### config.mk
export PLATFORM = sky130hd
export DESIGN_NAME = smb_status_bank
export DESIGN_NICKNAME = d
export VERILOG_FILES = /design/src/hdl/smb_pkg.sv /design/src/hdl/smb_status_bank.sv /design/src/hdl/smb_sync.sv
export SDC_FILE = /design/constraint.sdc
export NUM_CORES = 1
export LEC_CHECK = 0
export ABC_CLOCK_PERIOD_IN_PS = 1700
export BUFFER_PORTS_ARGS = -buffer_cell sky130_fd_sc_hd__buf_2
export CORE_ASPECT_RATIO = 1.25
export CORE_UTILIZATION = 34
export CTS_CLUSTER_SIZE = 8
export DETAILED_ROUTE_END_ITERATION = 7
export GPL_ROUTABILITY_DRIVEN = 0
export HOLD_SLACK_MARGIN = 0.15
export SKIP_CTS_REPAIR_TIMING = 1
export SLEW_MARGIN = 20
export SYNTH_ARGS = -nofsm -noshare
export SYNTH_HDL_FRONTEND = slang
export SYNTH_SLANG_ARGS = --single-unit
export TNS_END_PERCENT = 20
### constraint.sdc
create_clock -name clk -period 1.7 [get_ports clk]
set_input_delay 0.17 -clock clk [delete_from_list [all_inputs] [get_ports clk]]
set_output_delay 0.17 -clock clk [all_outputs]
set_load 0.05 [all_outputs]
### src/hdl/smb_pkg.sv
// constants, types and layouts of the supply monitor status bank
// ---------------------------------------------------------------
// ---------------------------------------------------------------
package smb_pkg;

  // ---------------------------------------------------------------
  // register offsets
  // ---------------------------------------------------------------
  localparam logic [7:0] SMB_OFS_CONV12 = 8'h6d;
  localparam logic [7:0] SMB_OFS_CONV34 = 8'h6e;
  localparam logic [7:0] SMB_OFS_VMON = 8'h72;
  localparam logic [7:0] SMB_OFS_STARTUP = 8'h73;
  localparam logic [7:0] SMB_OFS_MISC = 8'h74;
  localparam logic [7:0] SMB_OFS_MODERATE = 8'h75;

  localparam logic [7:0] SMB_RESET_VAL = 8'h00;
  localparam logic [7:0] SMB_UNMAPPED_VAL = 8'h00;

  // ---------------------------------------------------------------
  // field positions
  // ---------------------------------------------------------------
  localparam int SMB_BIT_OV = 0;
  localparam int SMB_BIT_UV = 1;
  localparam int SMB_BIT_ILIM = 3;
  localparam int SMB_HI_CONV = 4;
  localparam int SMB_BIT_ANA_OV = 0;
  localparam int SMB_BIT_ANA_UV = 1;
  localparam int SMB_BIT_MON1_OV = 2;
  localparam int SMB_BIT_MON1_UV = 3;
  localparam int SMB_BIT_MON2_OV = 5;
  localparam int SMB_BIT_MON2_UV = 6;
  localparam int SMB_BIT_ENABLE = 1;
  localparam int SMB_BIT_EXT_CLK = 1;
  localparam int SMB_BIT_TWARN = 3;
  localparam int SMB_BIT_TSD_SEQ = 0;

  // implemented bits per register, the rest read zero
  localparam logic [7:0] SMB_MASK_CONV = 8'hbb;
  localparam logic [7:0] SMB_MASK_VMON = 8'h6f;
  localparam logic [7:0] SMB_MASK_STARTUP = 8'h02;
  localparam logic [7:0] SMB_MASK_MISC = 8'h0a;
  localparam logic [7:0] SMB_MASK_MODERATE = 8'h01;

  // ---------------------------------------------------------------
  // serial frame: 8 address bits then 8 data bits, msb first
  // ---------------------------------------------------------------
  localparam int SMB_BYTE_BITS = 8;
  localparam logic [2:0] SMB_LAST_BIT = 3'h7;
  localparam logic [2:0] SMB_CNT_ZERO = 3'h0;
  localparam logic [2:0] SMB_CNT_ONE = 3'h1;

  typedef enum logic [1:0] {
    SMB_IDLE = 2'h0,
    SMB_ADDR = 2'h1,
    SMB_DATA = 2'h3,
    SMB_DONE = 2'h2
  } smb_state_t;

  // index 0 is converter 1
  typedef struct packed {
    logic [3:0] conv_overvoltage;
    logic [3:0] conv_undervoltage;
    logic [3:0] conv_current_limit;
    logic monitor1_undervoltage;
    logic monitor1_overvoltage;
    logic monitor2_undervoltage;
    logic monitor2_overvoltage;
    logic analog_supply_undervoltage;
    logic analog_supply_overvoltage;
    logic enable_pin;
    logic thermal_warning;
    logic external_clock_invalid;
    logic thermal_sequenced_shutdown;
  } smb_status_in_t;

  typedef struct packed {
    logic [7:0] conv12;
    logic [7:0] conv34;
    logic [7:0] vmon;
    logic [7:0] startup;
    logic [7:0] misc;
    logic [7:0] moderate;
  } smb_regs_t;

  localparam int SMB_STATUS_W = $bits(smb_status_in_t);

endpackage

### src/hdl/smb_status_bank.sv
// live supervisory status registers behind the serial control port
`timescale 1ns/1ps
module smb_status_bank
  import smb_pkg::*;
(
  input wire logic clk,
  input wire logic rst_n,
  input wire smb_status_in_t status_i,
  input wire logic spi_cs_n,
  input wire logic spi_sclk,
  input wire logic spi_mosi,
  output logic spi_miso,
  output logic spi_miso_oe
);

  // ---------------------------------------------------------------
  // helpers
  // ---------------------------------------------------------------
  function automatic logic [7:0] conv_pair(
    input logic ov_lo, input logic uv_lo, input logic il_lo,
    input logic ov_hi, input logic uv_hi, input logic il_hi);
    logic [7:0] v;
    v = SMB_RESET_VAL;
    v[SMB_BIT_OV] = ov_lo;
    v[SMB_BIT_UV] = uv_lo;
    v[SMB_BIT_ILIM] = il_lo;
    v[SMB_HI_CONV + SMB_BIT_OV] = ov_hi;
    v[SMB_HI_CONV + SMB_BIT_UV] = uv_hi;
    v[SMB_HI_CONV + SMB_BIT_ILIM] = il_hi;
    return v & SMB_MASK_CONV;
  endfunction

  function automatic logic [7:0] read_reg(
    input logic [7:0] addr, input smb_regs_t r);
    logic [7:0] v;
    v = SMB_UNMAPPED_VAL;
    unique case (addr)
      SMB_OFS_CONV12: v = r.conv12;
      SMB_OFS_CONV34: v = r.conv34;
      SMB_OFS_VMON: v = r.vmon;
      SMB_OFS_STARTUP: v = r.startup;
      SMB_OFS_MISC: v = r.misc;
      SMB_OFS_MODERATE: v = r.moderate;
      default: v = SMB_UNMAPPED_VAL;
    endcase
    return v;
  endfunction

  // ---------------------------------------------------------------
  // pin synchronisation
  // ---------------------------------------------------------------
  smb_status_in_t st_s;
  // select kept inverted so the flop reset value means no frame
  logic frame_sel_s;
  logic sclk_s;
  logic mosi_s;

  smb_sync #(
    .W(SMB_STATUS_W + 3)
  ) u_sync (
    .clk(clk),
    .rst_n(rst_n),
    .d({status_i, ~spi_cs_n, spi_sclk, spi_mosi}),
    .q({st_s, frame_sel_s, sclk_s, mosi_s})
  );

  // ---------------------------------------------------------------
  // status registers
  // ---------------------------------------------------------------
  smb_regs_t regs_r;
  smb_regs_t regs_nxt;

  always_comb begin
    regs_nxt = '0;
    regs_nxt.conv12 = conv_pair(
      st_s.conv_overvoltage[0], st_s.conv_undervoltage[0],
      st_s.conv_current_limit[0],
      st_s.conv_overvoltage[1], st_s.conv_undervoltage[1],
      st_s.conv_current_limit[1]);
    regs_nxt.conv34 = conv_pair(
      st_s.conv_overvoltage[2], st_s.conv_undervoltage[2],
      st_s.conv_current_limit[2],
      st_s.conv_overvoltage[3], st_s.conv_undervoltage[3],
      st_s.conv_current_limit[3]);
    regs_nxt.vmon[SMB_BIT_MON1_UV] = st_s.monitor1_undervoltage;
    regs_nxt.vmon[SMB_BIT_MON1_OV] = st_s.monitor1_overvoltage;
    regs_nxt.vmon[SMB_BIT_MON2_UV] = st_s.monitor2_undervoltage;
    regs_nxt.vmon[SMB_BIT_MON2_OV] = st_s.monitor2_overvoltage;
    regs_nxt.vmon[SMB_BIT_ANA_UV] =
      st_s.analog_supply_undervoltage;
    regs_nxt.vmon[SMB_BIT_ANA_OV] =
      st_s.analog_supply_overvoltage;
    regs_nxt.startup[SMB_BIT_ENABLE] = st_s.enable_pin;
    regs_nxt.misc[SMB_BIT_TWARN] = st_s.thermal_warning;
    regs_nxt.misc[SMB_BIT_EXT_CLK] =
      st_s.external_clock_invalid;
    regs_nxt.moderate[SMB_BIT_TSD_SEQ] =
      st_s.thermal_sequenced_shutdown;
  end

  // live copy every cycle, no latching
  always_ff @(posedge clk or negedge rst_n) begin
    if (!rst_n) begin
      regs_r <= '0;
    end else begin
      regs_r <= regs_nxt;
    end
  end

  // ---------------------------------------------------------------
  // serial frame engine
  // ---------------------------------------------------------------
  smb_state_t state_r;
  smb_state_t state_nxt;
  logic [2:0] cnt_r;
  logic [2:0] cnt_nxt;
  logic [7:0] addr_r;
  logic [7:0] addr_nxt;
  logic [7:0] shift_r;
  logic [7:0] shift_nxt;
  logic sclk_prev_r;
  logic sclk_prev_nxt;
  logic miso_nxt;
  logic miso_oe_nxt;
  logic rise;
  logic fall;

  always_comb begin
    rise = sclk_s & ~sclk_prev_r;
    fall = ~sclk_s & sclk_prev_r;
    state_nxt = state_r;
    cnt_nxt = cnt_r;
    addr_nxt = addr_r;
    shift_nxt = shift_r;
    sclk_prev_nxt = sclk_s;
    miso_nxt = spi_miso;
    miso_oe_nxt = spi_miso_oe;
    if (!frame_sel_s) begin
      state_nxt = SMB_IDLE;
      miso_oe_nxt = 1'b0;
      miso_nxt = 1'b0;
    end else begin
      unique case (state_r)
        SMB_IDLE: begin
          state_nxt = SMB_ADDR;
          cnt_nxt = SMB_CNT_ZERO;
          miso_oe_nxt = 1'b1;
          miso_nxt = 1'b0;
        end
        SMB_ADDR: begin
          if (rise) begin
            addr_nxt = {addr_r[6:0], mosi_s};
            cnt_nxt = cnt_r + SMB_CNT_ONE;
            if (cnt_r == SMB_LAST_BIT) begin
              state_nxt = SMB_DATA;
              cnt_nxt = SMB_CNT_ZERO;
              shift_nxt = read_reg({addr_r[6:0], mosi_s}, regs_r);
            end
          end
        end
        SMB_DATA: begin
          // data clocked in here is dropped: the bank is read-only
          if (fall) begin
            miso_nxt = shift_r[7];
            shift_nxt = {shift_r[6:0], 1'b0};
          end
          if (rise) begin
            cnt_nxt = cnt_r + SMB_CNT_ONE;
            if (cnt_r == SMB_LAST_BIT) begin
              state_nxt = SMB_DONE;
            end
          end
        end
        SMB_DONE: begin
          state_nxt = SMB_DONE;
        end
      endcase
    end
  end

  always_ff @(posedge clk or negedge rst_n) begin
    if (!rst_n) begin
      state_r <= SMB_IDLE;
      cnt_r <= SMB_CNT_ZERO;
      addr_r <= SMB_RESET_VAL;
      shift_r <= SMB_RESET_VAL;
      sclk_prev_r <= 1'b0;
      spi_miso <= 1'b0;
      spi_miso_oe <= 1'b0;
    end else begin
      state_r <= state_nxt;
      cnt_r <= cnt_nxt;
      addr_r <= addr_nxt;
      shift_r <= shift_nxt;
      sclk_prev_r <= sclk_prev_nxt;
      spi_miso <= miso_nxt;
      spi_miso_oe <= miso_oe_nxt;
    end
  end
endmodule // smb_status_bank

### src/hdl/smb_sync.sv
// two-flop synchroniser for asynchronous pin inputs
`timescale 1ns/1ps
module smb_sync #(
  parameter int W = 1
) (
  input wire logic clk,
  input wire logic rst_n,
  input wire logic [W-1:0] d,
  output logic [W-1:0] q
);

  logic [W-1:0] meta_r;
  logic [W-1:0] meta_nxt;
  logic [W-1:0] q_nxt;

  always_comb begin
    meta_nxt = d;
    q_nxt = meta_r;
  end

  always_ff @(posedge clk or negedge rst_n) begin
    if (!rst_n) begin
      meta_r <= '0;
      q <= '0;
    end else begin
      meta_r <= meta_nxt;
      q <= q_nxt;
    end
  end

endmodule // smb_sync

Word-level counts from Yosys, hierarchy flattened
Cells that the tools add are included.
Widths: inputs -> output; s select.
- bits in registers: 95
- input port bits: 27
- logic and storage cells: 70
- $add $sub $neg: 1
- eq/ne operators: 21
- mux-type cells: 20
- bitwise gates (word level): 5
- reduce and logical (&&, ||, !) cells: 8
- operators with widths (operator ; count):
    $eq 8x7->1 const B ; 6
    $pmux 8 s6 ; 1
    $mux 8 ; 3
    $ne 3x3->1 const B ; 6
    $pmux 8 s2 ; 1
    $mux 2 ; 5
    $ne 2x2->1 const B ; 5
    $mux 3 ; 3
    $pmux 3 s3 ; 1
    $pmux 2 s4 ; 1
    $reduce_and 4->1 ; 2
    $reduce_and 5->1 ; 1
    $eq 2x2->1 const B ; 2
    $mux 1 ; 4
    $add 3x1->3 const B ; 1
    $eq 3x3->1 const B ; 1
    $not 1->1 ; 3
    $reduce_and 3->1 ; 1
    $reduce_bool 3->1 ; 1
    $and 1x1->1 ; 2
    $eq 2x1->1 const B ; 1
    $logic_not 2->1 ; 1
    $pmux 1 s2 ; 1
    $reduce_and 2->1 ; 1
    $reduce_bool 2->1 ; 1

Longest topological paths before layout
- word-level depth: 5
- depth in mapped cells: 8
- mapped depth without buffers: 6

By module
A second synthesis with hierarchy kept.
- cells, all modules: 213
- area total of the unflattened synthesis: 3246.9 um2
- by module, submodules not included (module ; times used ; cells each ; area an instance (um2) ; seq. area each (um2)):
    smb_status_bank ; 1 ; 163 ; 1995.7 ; 1126.1
    smb_sync ; 1 ; 50 ; 1251.2 ; 1251.2

Worst setup path after synthesis
No wires, ideal clock.
- path type: register -> register
- start: register state_r[0]
- end: register shift_r[2]
- arrival: 1.732 ns
- required time: 1.575 ns
- setup slack: -0.157 ns
- cell stages (with the launch flop): 8
- path buffers: 2
- clock period less this slack: 1.857 ns
- cell sequence: dfrtp_1 ha_1 buf_6 nor4bb_2 a41o_2 and2_1 buf_6 mux2_4
- word-level cells in the longest chain between the ends: 3
- elaborated cells between the ends (all ways): 8
- ends and longest elaborated chain (item ; line ; RTL):
    start: declaration ; smb_status_bank.sv:113 ; smb_state_t state_r;
    start signal: assignment ; smb_status_bank.sv:191 ; state_r <= state_nxt;
    $eq 2x1->1 / $eq 2x2->1 (equally long branches) ; smb_status_bank.sv:143 ; unique case (state_r)
    $ne 2x2->1 (no source line) / $reduce_bool 2->1 (equally long branches) ; n/a ;
    $reduce_and 5->1 (no source line) ; n/a ;
    end signal: assignment ; smb_status_bank.sv:194 ; shift_r <= shift_nxt;
    end: declaration ; smb_status_bank.sv:119 ; logic [7:0] shift_r;
Parallel ways exist; a longest one is shown, timed or not.
A chain may end at the register's enable or synchronous reset.

Worst setup path in the final report
- start: register state_r[0]
- end: register shift_r[6]
Same word-level chain as after synthesis.

==> results.sh <==
export IMPL_status="finished with violations"
export IMPL_violations="setup timing"
export IMPL_synthCells=221
export IMPL_peakVddDrop_mv=0.813
export IMPL_routedWlPerCell_um=12.6
export IMPL_clockBufferDepth=2
export IMPL_synth_most_common_cell="dfrtp_1"
export IMPL_initial_core_util_pct=35.3
export IMPL_cts_tree="yes"
export IMPL_ys_seq_area_share_pct=73.0
export IMPL_maxCapViolCount=0
export IMPL_vias=1924
export IMPL_synth_common_cells="95 x dfrtp_1, 13 x nand2_1, 11 x nand3b_1, 9 x inv_1"
export IMPL_gr_total_overflow=0
export IMPL_critPathArrivalTime_ns=1.94
export IMPL_combPwrFrac_pct=17.2
export IMPL_syn_avg_cell_area_um2=14.7
export IMPL_power_switching_w=0.00147
export IMPL_r2r_end="shift_r[6]"
export IMPL_place_ws_ns=-0.0330
export IMPL_num_antenna_cells=0
export IMPL_avgViaCountPerCell=4.56
export IMPL_path_clk_slew_ns=0.07
export IMPL_portBuffers=28
export IMPL_reg2reg_depth=5
export IMPL_fin_skew_ns=0.00559
export IMPL_slew_headroom_pct=76.8
export IMPL_io_pins=29
export IMPL_syn_area_um2=3260
export IMPL_synth_edff_count=0
export IMPL_crit_required_ns=1.92
export IMPL_p_leak_nw=1.86
export IMPL_finalPower_w=0.00553
export IMPL_grt_pass1_vias=1892
export IMPL_ctsRootBufferMaster="clkbuf_16"
export IMPL_die_area_um2=9980
export IMPL_p_clk_share_pct=34.6
export IMPL_worstPathMaxFanout=6
export IMPL_r2r_start="state_r[0]"
export IMPL_clock_latency_ns=0.34
export IMPL_seq_power_share_pct=48.1
export IMPL_routed_wl_um=5330
export IMPL_synth_warnings=0
export IMPL_worstSetupPathType="register to register"
export IMPL_cts_buffers=9
export IMPL_fillers=814
export IMPL_grt_usage_pct=12.0
export IMPL_startpoint_type="register"
export IMPL_antenna_found_initial=0
export IMPL_whs_ns=0.233
export IMPL_drcViolationCount=0
export IMPL_power_density_nw_per_um2=1310
export IMPL_setup_viol=2
export IMPL_crit_path_end_kind="register"
export IMPL_setup_slack_ns=-0.0184
export IMPL_first_iter_violations=123
export IMPL_max_freq_mhz=582
export IMPL_yosysUniqueCellTypes=39
export IMPL_placeableCoreArea_um2=9220
export IMPL_fp_dieW_um=89.5
export IMPL_synth_seq_cells=95
export IMPL_postRouteAntennaNets=0
export IMPL_layout_nets=326
export IMPL_grt_pass1_wl_um=8740
export IMPL_htree_levels=3
export IMPL_hold_viol_final=0
export IMPL_hpwl_um=3350
export IMPL_rrSetupSlack_ns=-0.02
export IMPL_drv_slew=0
export IMPL_period_needed_ns=1.72
export IMPL_hold_class="primary input to asynchronous set/reset pin"
export IMPL_drive_above_1_share_pct=26.8
export IMPL_intPower_w=0.00406
export IMPL_utilization_pct=45.9
export IMPL_rows=39
export IMPL_rsz0062_at_grt="yes"
export IMPL_synth_area_leader_cell="dfrtp_1"
export IMPL_synthArstFlopShare_pct=100
export IMPL_synth_top_area_share_pct=73.0
export IMPL_synth_flop_cell="dfrtp_1"
export IMPL_grt_max_degree=61
export IMPL_die_y_um=111
export IMPL_area_growth_pct=30.0
export IMPL_synth_area_top_cells="dfrtp_1 73%, nand3b_1 2.5%, mux2_2 2.4%"
export IMPL_fin_tns_setup_ns=-0.0296
export IMPL_p_sw_share_pct=26.6
export IMPL_worstMarginPinSlew_ns=0.346
export IMPL_fin_crit_sh_pct=101
export IMPL_synthesis_nets=253
export IMPL_first_pass_iters=4
export IMPL_numClockSinks=95
power by group through the flow:
stage               sequential (W)  clock, W  combinational [W]
floorplan                  0.00264         0           0.000606
detailed placement         0.00269         0           0.000821
global route               0.00269   0.00208            0.00109
finish                     0.00266   0.00192           0.000954
global placement           0.00267         0           0.000795
CTS                        0.00265   0.00198           0.000828
metrics by stage:
stage / instance area [um2] / cells
finish: 4230 / 422
global route: 4230 / 422
CTS: 3910 / 391
detailed placement: 3610 / 375
global placement: 3610 / 375
floorplan: 3270 / 221
worst max-delay path: stages (launching register included):
cell      delay (ns)
dfrtp_1         0.43
ha_4            0.21
nor4bb_4        0.31
a41o_2          0.17
and2_4          0.17
mux2_4          0.30
logic make-up after synthesis:
| kind of cell | after synthesis | synth area share, % |
|---|---|---|
| AND/OR/NAND/NOR | 53 | 10.4 |
| multiplexers | 9 | 3.34 |
| buffers and inverters | 17 | 2.54 |
| XOR/XNOR | 2 | 0.538 |
| adder cells (fa/ha/maj) | 5 | 1.92 |
| AO/OA/AOI/OAI | 40 | 8.30 |
| flip-flops | 95 | 73.0 |
per-layer routing:
metal	track usage, %	routed length [um]
met5	0	0
met4	7.41	161
met3	3.63	163
met2	18.6	2680
met1	14.4	2330
cell type report:
| cell class | count | area [um2] | share of cell area, % |
|---|---|---|---|
| clock buffers | 11 | 253 | 5.97 |
| clock inverters | 5 | 38.8 | 0.916 |
| inverters | 9 | 33.8 | 0.798 |
| multi-input cells | 109 | 840 | 19.8 |
| flip-flops and latches | 95 | 2380 | 56.2 |
| well taps | 123 | 154 | 3.63 |
| repair buffers | 70 | 536 | 12.6 |
worst max-delay path by stage:
stage / start / endpoint / slack [ns]
6_report: state_r[0] / shift_r[6] / -0.02
3_3_place_gp: state_r[1] / shift_r[2] / 0.04
4_1_cts: state_r[1] / shift_r[6] / -0.06
5_1_grt: state_r[0] / shift_r[6] / -0.1
2_1_floorplan: state_r[1] / shift_r[2] / -0.08
3_5_place_dp: state_r[1] / shift_r[6] / -0.03
placed cells by master (no fill, tap or decap), types with 2 or more instances in the layout:
master	Yosys	routed
nand3_1	2	2
o21ai_0	6	6
o22ai_1	2	2
nand4b_1	3	3
ha_1	5	2
a31oi_1	4	3
inv_6	0	3
a22o_1	3	3
a211oi_1	5	5
a21oi_1	7	7
ha_2	0	2
o211ai_1	3	3
mux2_2	7	7
nand2_1	13	13
buf_2	3	27
nand2b_1	4	4
clkbuf_8	0	2
inv_1	9	8
nand3b_1	11	11
nand4bb_1	4	4
dfrtp_2	0	2
nor2b_1	3	3
xnor2_1	2	2
o21ai_1	2	2
mux2_4	2	2
nor2_1	5	5
dlygate4sd3_1	0	26
clkbuf_16	0	9
dfrtp_1	95	93
buf_4	0	16
sequential cells by signal, indices dropped and copies added (netlist names):
name	cells
spi_miso	1
addr_r	7
regs_r	22
spi_miso_oe	1
cnt_r	3
sclk_prev_r	1
u_sync.q	25
state_r	2
u_sync.meta_r	25
shift_r	8
Note: power is estimated with default switching activity, not from simulation.
